**src/verilog/fab_pkg.sv**
```systemverilog
/*
 * Constants for the bank select and protection configuration registers of a
 * serial flash: opcodes, field positions, reset values and timing counts.
 * Assumes a 100 MHz system clock that oversamples the serial link.
 */
package fab_pkg;
   // Command opcodes.
   localparam logic [7:0] OP_BANK_RD_A  = 8'h16;
   localparam logic [7:0] OP_BANK_RD_B  = 8'hC8;
   localparam logic [7:0] OP_BANK_WV_A  = 8'h17;
   localparam logic [7:0] OP_BANK_WV_B  = 8'hC5;
   localparam logic [7:0] OP_BANK_WNV   = 8'h18;
   localparam logic [7:0] OP_WIDE_EN    = 8'hB7;
   localparam logic [7:0] OP_WIDE_EX    = 8'h29;
   localparam logic [7:0] OP_PCFG_RD    = 8'h2B;
   localparam logic [7:0] OP_PCFG_PG    = 8'h2F;
   localparam logic [7:0] OP_CLR_FAULT  = 8'h82;

   // Bank and width select register.
   localparam int         BANK_WIDE_BIT = 7;
   localparam logic [7:0] BANK_RESET    = 8'h00;
   localparam logic [7:0] BANK_WR_MASK  = 8'h83;

   // Protection configuration register.
   localparam int          PCFG_PLACE_BIT = 15;
   localparam int          PCFG_PWD_BIT   = 2;
   localparam int          PCFG_PST_BIT   = 1;
   localparam logic [15:0] PCFG_RESET     = 16'hFFFF;
   localparam logic [15:0] PCFG_OTP_MASK  = 16'h8006;
   localparam logic [1:0]  LOCK_NONE      = 2'h3;
   localparam logic [1:0]  LOCK_PWD       = 2'h1;
   localparam logic [1:0]  LOCK_ILLEGAL   = 2'h0;

   // Serial bit counts at which a command is complete.
   localparam logic [4:0] BITS_OPCODE   = 5'h08;
   localparam logic [4:0] BITS_ONE_BYTE = 5'h10;
   localparam logic [4:0] BITS_TWO_BYTE = 5'h18;

   // Programming time of a nonvolatile update.
   localparam int CLK_PERIOD_NS = 10;
   localparam int PROG_TIME_NS  = 2000;
   localparam int PROG_CYCLES   = (PROG_TIME_NS + CLK_PERIOD_NS - 1) / CLK_PERIOD_NS;
endpackage

```
**src/verilog/fab_regs.sv**
```systemverilog
/*
 * Bank select and protection configuration registers of a serial flash,
 * with the command decoder of the serial link (mode 0) and the fault flags.
 * Assumes link pins are asynchronous and sck is well below clk_in / 4;
 * reset pulses, fault events and the address request come from logic on clk_in.
 */
// Functional notes
// One-time bits only move from one to zero; reverse writes ignored silently.
// Read-only and freeze-held bits never change on writes; no error raised.
// Fault flags stay set until the clear-fault command.
// Hardware or software reset also clears the fault flags.
// Set fault flags never block command execution.
// Bank register is 8 bits, resets to zero; bits 6..2 read-only.
// Two bank bits select one 128Mb segment in 3-byte addressing.
// With width select 0, bank bits supply address bits above A23.
// With width select 1, bank bits ignored; host supplies four address bytes.
// Width select starts at zero, so 3-byte addressing after reset.
// Decode 16h/C8h read, 17h/C5h volatile write, 18h nonvolatile write.
// B7h enters and 29h exits 4-byte addressing.
// Protection register is 16 bits; 2Bh reads, 2Fh programs; reserved read-only.
// Bit 15 places parameter sectors high at 0, low at 1; default all ones.
// Bit 1 at zero fixes persistent protection mode.
// Bit 2 at zero fixes password protection mode.
// Unprogrammed locks give persistent mode with all sectors unprotected.
// Locks 11 none, 10 persistent fixed, 01 password fixed.
// Programming a lock bit zero fixes the mode permanently; here rst_in reloads PCFG_RESET, so the locks return to 11.
// Programming both locks to 00 aborts and sets the program fault.
// Further lock programming after mode selection is rejected with program fault.
// Protection register programming shows write-in-progress for a page-program time.
`timescale 1ns/10ps
module fab_regs
   import fab_pkg::*;
#(
   parameter int PROG_CNT = PROG_CYCLES
) (
   // Clock and reset
   input  wire logic        clk_in,
   input  wire logic        rst_in,
   input  wire logic        hw_reset_in,
   input  wire logic        sw_reset_in,
   // Serial link pins
   input  wire logic        sck_in,
   input  wire logic        cs_n_in,
   input  wire logic        si_in,
   output logic             so_out,
   output logic             so_oe_out,
   // Array engine events and freeze lock
   input  wire logic        prot_fail_in,
   input  wire logic        prog_fail_in,
   input  wire logic        erase_fail_in,
   input  wire logic        freeze_in,
   // Address translation
   input  wire logic        addr_valid_in,
   input  wire logic [31:0] addr_in,
   output logic [25:0]      array_addr_out,
   // Configuration state
   output logic             wide_addr_sel_out,
   output logic [1:0]       bank_out,
   output logic             param_sector_place_out,
   output logic             persist_mode_lock_out,
   output logic             pwd_mode_lock_out,
   output logic             pwd_mode_active_out,
   output logic             write_in_progress_flag_out,
   output logic             prot_fault_flag_out,
   output logic             prog_fault_out,
   output logic             erase_fault_out
);

   typedef struct packed {
      logic        sck_m, sck_s, sck_p;
      logic        cs_m, cs_s, cs_p;
      logic        si_m, si_s;
      logic [7:0]  shreg;
      logic [4:0]  cnt;
      logic [7:0]  opcode;
      logic [15:0] data;
      logic [15:0] tx;
      logic        so, so_oe;
      logic [7:0]  bank, bank_nv;
      logic [15:0] pcfg;
      logic        pwd_mode;
      logic        prot_f, prog_f, erase_f;
      logic        busy;
      logic [15:0] busy_cnt;
      logic [25:0] array_addr;
   } fab_state_t;

   fab_state_t r;
   fab_state_t n;

   logic sck_rise, sck_fall, cs_rise, is_read, clr_now, prog_set, prot_set, pg_ok;
   logic [7:0] in_byte;

   assign sck_rise = r.sck_s & ~r.sck_p;
   assign sck_fall = ~r.sck_s & r.sck_p;
   assign cs_rise  = r.cs_s & ~r.cs_p;
   assign in_byte  = {r.shreg[6:0], r.si_s};
   assign is_read  = (r.cnt >= BITS_OPCODE) &&
                     (r.opcode == OP_BANK_RD_A || r.opcode == OP_BANK_RD_B ||
                      r.opcode == OP_PCFG_RD);

   always_comb begin
      n        = r;
      clr_now  = hw_reset_in | sw_reset_in;
      prog_set = prog_fail_in;
      prot_set = prot_fail_in;
      pg_ok    = 1'b0;
      n.sck_m  = sck_in;
      n.sck_s  = r.sck_m;
      n.sck_p  = r.sck_s;
      n.cs_m   = cs_n_in;
      n.cs_s   = r.cs_m;
      n.cs_p   = r.cs_s;
      n.si_m   = si_in;
      n.si_s   = r.si_m;
      if (!r.cs_s) begin
         if (sck_rise) begin
            n.shreg = in_byte;
            if (r.cnt != 5'h1F) begin
               n.cnt = r.cnt + 5'h01;
            end
            if (r.cnt == BITS_OPCODE - 5'h01) begin
               n.opcode = in_byte;
               if (in_byte == OP_PCFG_RD) begin
                  n.tx = {r.pcfg[7:0], r.pcfg[15:8]};
               end else begin
                  n.tx = {r.bank, r.bank};
               end
            end
            if (r.cnt == BITS_ONE_BYTE - 5'h01) begin
               n.data[7:0] = in_byte;
            end
            if (r.cnt == BITS_TWO_BYTE - 5'h01) begin
               n.data[15:8] = in_byte;
            end
         end
         if (sck_fall && is_read) begin
            n.so_oe = 1'b1;
            n.so    = r.tx[15];
            n.tx    = {r.tx[14:0], r.tx[15]};
         end
      end else begin
         n.cnt   = 5'h00;
         n.so_oe = 1'b0;
         n.so    = 1'b0;
      end
      // Commands act at the end of the frame, whatever the fault flags hold.
      if (cs_rise) begin
         case (r.opcode)
            OP_BANK_WV_A, OP_BANK_WV_B: begin
               if (r.cnt == BITS_ONE_BYTE && !r.busy) begin
                  n.bank = r.data[7:0] & BANK_WR_MASK;
               end
            end
            OP_BANK_WNV: begin
               if (r.cnt == BITS_ONE_BYTE && !r.busy) begin
                  n.bank_nv  = r.data[7:0] & BANK_WR_MASK;
                  n.busy     = 1'b1;
                  n.busy_cnt = PROG_CNT[15:0];
               end
            end
            OP_WIDE_EN: begin
               if (r.cnt == BITS_OPCODE && !r.busy) begin
                  n.bank[BANK_WIDE_BIT] = 1'b1;
               end
            end
            OP_WIDE_EX: begin
               if (r.cnt == BITS_OPCODE && !r.busy) begin
                  n.bank[BANK_WIDE_BIT] = 1'b0;
               end
            end
            OP_PCFG_PG: begin
               if (r.cnt == BITS_TWO_BYTE && !r.busy) begin
                  if (r.data[2:1] == LOCK_ILLEGAL ||
                      (r.pcfg[2:1] != LOCK_NONE && r.data[2:1] != LOCK_NONE)) begin
                     prog_set = 1'b1;
                     prot_set = 1'b1;
                  end else begin
                     pg_ok = 1'b1;
                     // One-time bits only clear; freeze holds the placement bit.
                     n.pcfg[2:1] = r.pcfg[2:1] & r.data[2:1];
                     n.pcfg[PCFG_PLACE_BIT] = r.pcfg[PCFG_PLACE_BIT] &
                                              (freeze_in | r.data[15]);
                     n.busy     = 1'b1;
                     n.busy_cnt = PROG_CNT[15:0];
                  end
               end
            end
            OP_CLR_FAULT: begin
               if (r.cnt == BITS_OPCODE) begin
                  clr_now = 1'b1;
               end
            end
            default: begin
            end
         endcase
      end
      if (r.busy) begin
         n.busy_cnt = r.busy_cnt - 16'h0001;
         n.busy     = (r.busy_cnt != 16'h0001);
      end
      // A fault raised in the cycle of a clear still lands.
      n.prot_f  = (r.prot_f & ~clr_now) | prot_set;
      n.prog_f  = (r.prog_f & ~clr_now) | prog_set;
      n.erase_f = (r.erase_f & ~clr_now) | erase_fail_in;
      if (hw_reset_in || sw_reset_in) begin
         n.bank = r.bank_nv;
      end
      n.pwd_mode = (n.pcfg[2:1] == LOCK_PWD);
      if (addr_valid_in) begin
         if (r.bank[BANK_WIDE_BIT]) begin
            n.array_addr = addr_in[25:0];
         end else begin
            n.array_addr = {r.bank[1:0], addr_in[23:0]};
         end
      end
      if (rst_in) begin
         n         = '0;
         n.sck_m   = 1'b0;
         n.cs_m    = 1'b1;
         n.cs_s    = 1'b1;
         n.cs_p    = 1'b1;
         n.bank    = BANK_RESET;
         n.bank_nv = BANK_RESET;
         n.pcfg    = PCFG_RESET;
      end
   end

   always_ff @(posedge clk_in) begin
      r <= n;
   end

   assign so_out                     = r.so;
   assign so_oe_out                  = r.so_oe;
   assign array_addr_out             = r.array_addr;
   assign wide_addr_sel_out          = r.bank[BANK_WIDE_BIT];
   assign bank_out                   = r.bank[1:0];
   assign param_sector_place_out     = r.pcfg[PCFG_PLACE_BIT];
   assign persist_mode_lock_out      = r.pcfg[PCFG_PST_BIT];
   assign pwd_mode_lock_out          = r.pcfg[PCFG_PWD_BIT];
   assign pwd_mode_active_out        = r.pwd_mode;
   assign write_in_progress_flag_out = r.busy;
   assign prot_fault_flag_out        = r.prot_f;
   assign prog_fault_out             = r.prog_f;
   assign erase_fault_out            = r.erase_f;
endmodule // fab_regs

```
**config.mk**
```make
export PLATFORM = sky130hd
export DESIGN_NAME = fab_regs
export DESIGN_NICKNAME = d
export VERILOG_FILES = /design/src/verilog/fab_pkg.sv /design/src/verilog/fab_regs.sv
export SDC_FILE = /design/constraint.sdc
export NUM_CORES = 1
export LEC_CHECK = 0
export BUFFER_PORTS_ARGS = -buffer_cell sky130_fd_sc_hd__buf_2
export CAP_MARGIN = 10
export CORE_MARGIN = 2
export CORE_UTILIZATION = 25
export CTS_CLUSTER_SIZE = 20
export DETAILED_ROUTE_END_ITERATION = 16
export PLACE_DENSITY_LB_ADDON = 0.1
export SYNTH_ARGS = -nofsm -noshare
export SYNTH_HDL_FRONTEND = slang
export SYNTH_SLANG_ARGS = --single-unit
```
**constraint.sdc**
```tcl
create_clock -name clk_in -period 4.83 [get_ports clk_in]
set_input_delay 0.7245 -clock clk_in [delete_from_list [all_inputs] [get_ports clk_in]]
set_output_delay 0.7245 -clock clk_in [all_outputs]
set_load 0.05 [all_outputs]
```
==> reports/qor.txt, run 1 <==
antenna violations before repair: 0
Clk pin slew, worst setup/hold paths: 0.07 ns
fin nets: 634
Netlist cell types: 57
main area contributors after synthesis: dfxtp_1 44%, mux2i_1 9.2%, nor2_1 5.4%, buf_4 4.3%, nand2_1 4.1%
run status: completed
I/O Buffers: 76
residual DRC count: 0
f_max: 353 MHz
initial drt markers: 261
kind of end point of the critical path: flip-flop
FP Rows: 51
Finished Cell Area: 0.00561 mm2
global routing's busiest layer: met2
DP HPWL: 8990 um
Finish-stage setup viols: 0
first-pass GRT wire length: 20100 um
Starting Density: 0.253
Crit Path Class: reg -> reg
dominant synthesized flop cell: dfxtp_1
met2 usage: 0.195
Netlist Area Pre-Place: 0.00490 mm2
Pwr Total: 1.79 mW
cts hold-fix bufs: 0
layout cells sized above 1: 0.192
Place WS: 2.02 ns
Crit path arrival time: 3.09 ns
Hold Path Class: reg -> reg
Power Dens Cells: 319 mW/mm2
WL/cell: 14.7 um
Multi-input gate area: 0.00240 mm2
Clock Skews: 0.00780 ns
DR pass1 iterations: 4
vias in the first global route: 3751
yosys warns: 0
CTS tree: done
clk buf depth: 2
cell taking the most area after synthesis: dfxtp_1
Clk pwr share: 0.411
maximum VDD drop: 0.000171 V
core box area: 0.0193 mm2
Worst Tran Pin Value: 0.988 ns
Cell Int Power: 1.32 mW
CTS resizes: 0
Max FO, Critical Path: 13
Worst EP required: 5.10 ns
Area growth syn-to-layout: 14.5%
Hold Violations, Final: 0
Yosys reg bits: 107
Horiz. Die Dim: 144 um
Synthesized Nets: 597
Post-synth ARST share: 0
sequential group share of total power: 0.509
syn_area_per_cell: 8.96 um2
# fillers: 2049
Final WS setup: 2.00 ns
RD Place Congestion: 0.756
vias per cell: 4.66
H-Tree Depth: 3
Syn Inst Count: 547
largest net degree at the start of global routing: 46
WL final: 12500 um
Synth top area share: 0.437
grt met1 use: 0.171
minimum clock period: 2.83 ns
Tcrit/Tclk final: 0.586
Post-synth EDFFs: 0
area occupied by registers: 0.00214 mm2
# clock sinks: 107
sequential share of the synthesized area: 0.437
RSZ-0062 raised after global routing: no
Chip Height: 144 um
Net Sw Power: 0.465 mW
Tot GR Track Use: 0.126
Sw Share: 0.260
die area: 0.0207 mm2
Max-cap violations: 0
worst skew pair latency: 0.36 ns
io pins: 83
Pleak: 2.19 nW
Worst setup SP type: flip-flop
Post CTS Setup Buffer Count: 0
synth cell count leaders: 107 x dfxtp_1, 71 x nor2_1, 54 x nand2_1, 45 x mux2i_1, 39 x a21oi_1
root buffer cell: clkbuf_16
# diodes: 0
grt ovf: 0
final setup TNS: 0 ns
max_slew headroom: 0.332
Final Core Density: 0.290
fin. max-slew vios: 0
dpl cell area: 0.00532 mm2
met3 GRT Util: 0.0295
combinational power share: 0.080
DR vias: 3983
Routed Antenna Nets: 0
cell with the most instances after synthesis: dfxtp_1
clock buffer count from CTS: 9
## critical path: stages, from the launching register on
cell	delay, ns
dfxtp_1	0.45
or4b_1	0.56
nor4b_2	0.45
o31a_1	0.59
o21ai_0	0.33
o32ai_1	0.35
## layout by cell type (no fill, tap or decap), drive strengths merged, types with 4 or more instances in the layout
cell	synthesis	layout
inv	9	11
dfxtp	107	107
mux2i	45	45
ha	6	6
nand2b	12	12
a21oi	39	39
nor4	8	8
nand3b	5	5
or4	10	10
nand4b	6	6
a211oi	10	10
nand2	54	54
clkbuf	19	11
buf	36	81
o31ai	21	21
or2	6	6
nor2	71	71
nand3	6	6
nor2b	10	10
o32ai	5	5
xnor2	4	4
nor3	16	16
## area by class of cell
| type | count | area share |
|---|---|---|
| Inverter | 9 | 0.00602 |
| Clock buffer | 11 | 0.0451 |
| Tap cell | 265 | 0.0591 |
| Clock inverter | 5 | 0.00625 |
| Multi-Input combinational cell | 376 | 0.427 |
| Timing Repair Buffer | 81 | 0.0745 |
| Sequential cell | 107 | 0.382 |
## state kept, by name, indices dropped and copies added (netlist names), 2 cells and up
register / flops
array_addr_out: 26
bank_out: 2
in_byte: 8
r: 60
## layer usage
metal / part of all wire / vias up
met5: 0 / -
met4: 0.017 / 0
met3: 0.039 / 15
met2: 0.47 / 62
met1: 0.48 / 1911
li1: - / 1995
## logic make-up after synthesis
kind of cell / after synthesis / share of synthesized area
AND/OR/NAND/NOR: 223 / 0.238
flip-flops: 107 / 0.437
AO/OA/AOI/OAI: 95 / 0.131
buffers and inverters: 64 / 0.0736
multiplexers: 45 / 0.0920
XOR/XNOR: 7 / 0.0125
adder cells (fa/ha/maj): 6 / 0.0153
## power by group through the flow
| stage | logic, mW | clock network, mW | registers (mW) |
|---|---|---|---|
| after floorplan | 0.116 | 0 | 0.935 |
| after global placement | 0.145 | 0 | 0.930 |
| after detailed placement | 0.146 | 0 | 0.931 |
| after CTS | 0.146 | 0.762 | 0.910 |
| after global routing | 0.154 | 0.800 | 0.912 |
| final | 0.143 | 0.735 | 0.910 |
## final timing paths
kind	startpoint	endpoint	slack, ns	cells after the start
hold / removal	r[138]	r[137]	0.42	1
hold reg to reg	r[138]	r[137]	0.42	1
setup / recovery	r[117]	r[82]	2.00	5
setup reg to reg	r[117]	r[82]	2.00	5
## per-stage QoR
stage               cells  hold slack (ns)
detailed placement    838            0.409
global route          854            0.452
CTS                   854            0.427
global placement      838            0.411
finish                854            0.423
floorplan             547            0.389
Power figures use the tool's default switching activity.
==> run 2: changes to the inputs <==
clock period = 2.74 ns   (was 4.83 ns; I/O delays follow)
==> run 2 against run 1 <==
Effect of this change:
- global-route usage down 0.17 points
- die area unchanged
- core utilization increased by 0.49 points
- hold slack worse by 0.18 ns
- via count shrank 1.5%
- final area increased by 1.7%
- first-iteration DRC count down 8.4%
- sequential power increased by 76%
- cell count up 1.9%
- largest cell class unchanged
==> reports/qor.txt, run 2 (synthesis results as in run 1) <==
io pins: 83
Area growth syn-to-layout: 16.4%
Max-cap violations: 0
Starting Density: 0.253
post-placement cell count: 854
Power Dens Cells: 535 mW/mm2
max_slew headroom: 0.355
Hold Path Class: in -> reg
hold-critical path depth: 2
clock buffer count from CTS: 9
RD Place Congestion: 0.785
dpl cell area: 0.00544 mm2
# diodes: 0
clk buf depth: 2
FP Rows: 51
WL/cell: 14.2 um
crit path buf inv count: 1
worst r2r path cells: 6
WL final: 12400 um
Post CTS Setup Buffer Count: 0
hold endpoint: r[138]
H-Tree Depth: 3
Crit-path slowest cell: or4b_1
I/O Buffers: 76
commonest non-fill, non-tap cells in the layout: 107 x dfxtp_1, 76 x buf_2, 71 x nor2_1
Routed Antenna Nets: 0
Critical Path Max Stage Delay: 0.63 ns
area occupied by registers: 0.00214 mm2
worst skew pair latency: 0.35 ns
Crit path arrival time: 2.70 ns
grt ovf: 0
initial drt markers: 239
Clock Skews: 0.00753 ns
Worst EP required: 2.96 ns
Multi-input gate area: 0.00240 mm2
kind of end point of the critical path: flip-flop
root buffer cell: clkbuf_16
CTS tree: done
core box area: 0.0193 mm2
Crit Path Class: reg -> reg
commonest non-fill, non-tap cell in the layout: dfxtp_1
Max FO, Critical Path: 8
Finished Cell Area: 0.00570 mm2
residual DRC count: 0
Largest Register: r
Worst setup SP type: flip-flop
HP Start: cs_n_in
maximum VDD drop: 0.000289 V
Tcrit/Tclk final: 0.907
vias in the first global route: 3583
first-pass GRT wire length: 19700 um
fin. max-slew vios: 0
die area: 0.0207 mm2
cts hold-fix bufs: 0
run status: completed
Pwr Total: 3.05 mW
antenna violations before repair: 0
# clock sinks: 107
Worst R2R Setup Slack: 0.26 ns
CTS resizes: 0
DP HPWL: 9040 um
Clk pin slew, worst setup/hold paths: 0.07 ns
fin nets: 650
max FFs per register: 60
DR vias: 3925
layout cells sized above 1: 0.210
Crit path max-delay family: simple AND/OR/NAND/NOR gates
# fillers: 2060
Hold Slack: 0.246 ns
vias per cell: 4.51
f_max: 403 MHz
Layout Cells excl Fill: 870
DR pass1 iterations: 4
minimum clock period: 2.48 ns
Tot GR Track Use: 0.124
worst flop-to-flop path startpoint: r[118]
final setup TNS: 0 ns
Pleak: 2.26 nW
Hold Violations, Final: 0
CP Cell Sequence: or4b_1 > nor4b_2 > a221oi_1 > buf_4 > a22oi_2 > a21oi_1
RSZ-0062 raised after global routing: no
largest net degree at the start of global routing: 37
Worst Tran Pin Value: 0.962 ns
Chip Height: 144 um
Horiz. Die Dim: 144 um
Finish-stage setup viols: 0
Reg-to-Reg End: r[85]
run 2: changes by cell type in the layout (fill, tap and decap cells not counted), sizes merged:
cell | previous run | this run
inv | 11 | 9
clkinv | 2 | 3
buf | 81 | 97
clkinvlp | 1 | 2
run 2: final cells by class:
class | count | area share
clock buffer | 11 | 0.0408
timing repair buffer | 97 | 0.0943
multi-input combinational | 376 | 0.420
tap | 265 | 0.0581
sequential | 107 | 0.376
clock inverter | 5 | 0.00526
inverter | 9 | 0.00592
run 2: stage by stage:
step,setup WS [ns],utilization
2_1_floorplan,0.420,-
3_3_place_gp,0.298,0.281
3_5_place_dp,0.239,0.281
4_1_cts,0.237,0.295
5_1_grt,0.0563,0.295
6_report,0.256,0.295
run 2: where the power goes:
group / switching [mW] / internal [mW]
Combinational: 0.178 / 0.0786
Clock: 0.578 / 0.613
Sequential: 0.0182 / 1.59
Total: 0.775 / 2.28
run 2: per-layer routing:
layer / part of all wire / vias up / GRT usage
li1: - / 2017 / -
met5: 0 / - / 0
met1: 0.49 / 1845 / 0.172
met3: 0.029 / 11 / 0.0209
met4: 0.017 / 0 / 0.0526
met2: 0.47 / 52 / 0.191
run 2: how the worst max path moves through the flow:
stage                          startpoint  endpoint  slack [ns]  cells after the start
2_1_floorplan  write_in_progress_flag_out     r[26]        0.42                      6
3_3_place_gp                       r[118]     r[92]        0.30                      6
3_5_place_dp                       r[118]     r[85]        0.24                      6
4_1_cts                            r[118]     r[84]        0.24                      6
5_1_grt                            r[117]     r[85]        0.06                      6
6_report                           r[118]     r[85]        0.26                      6
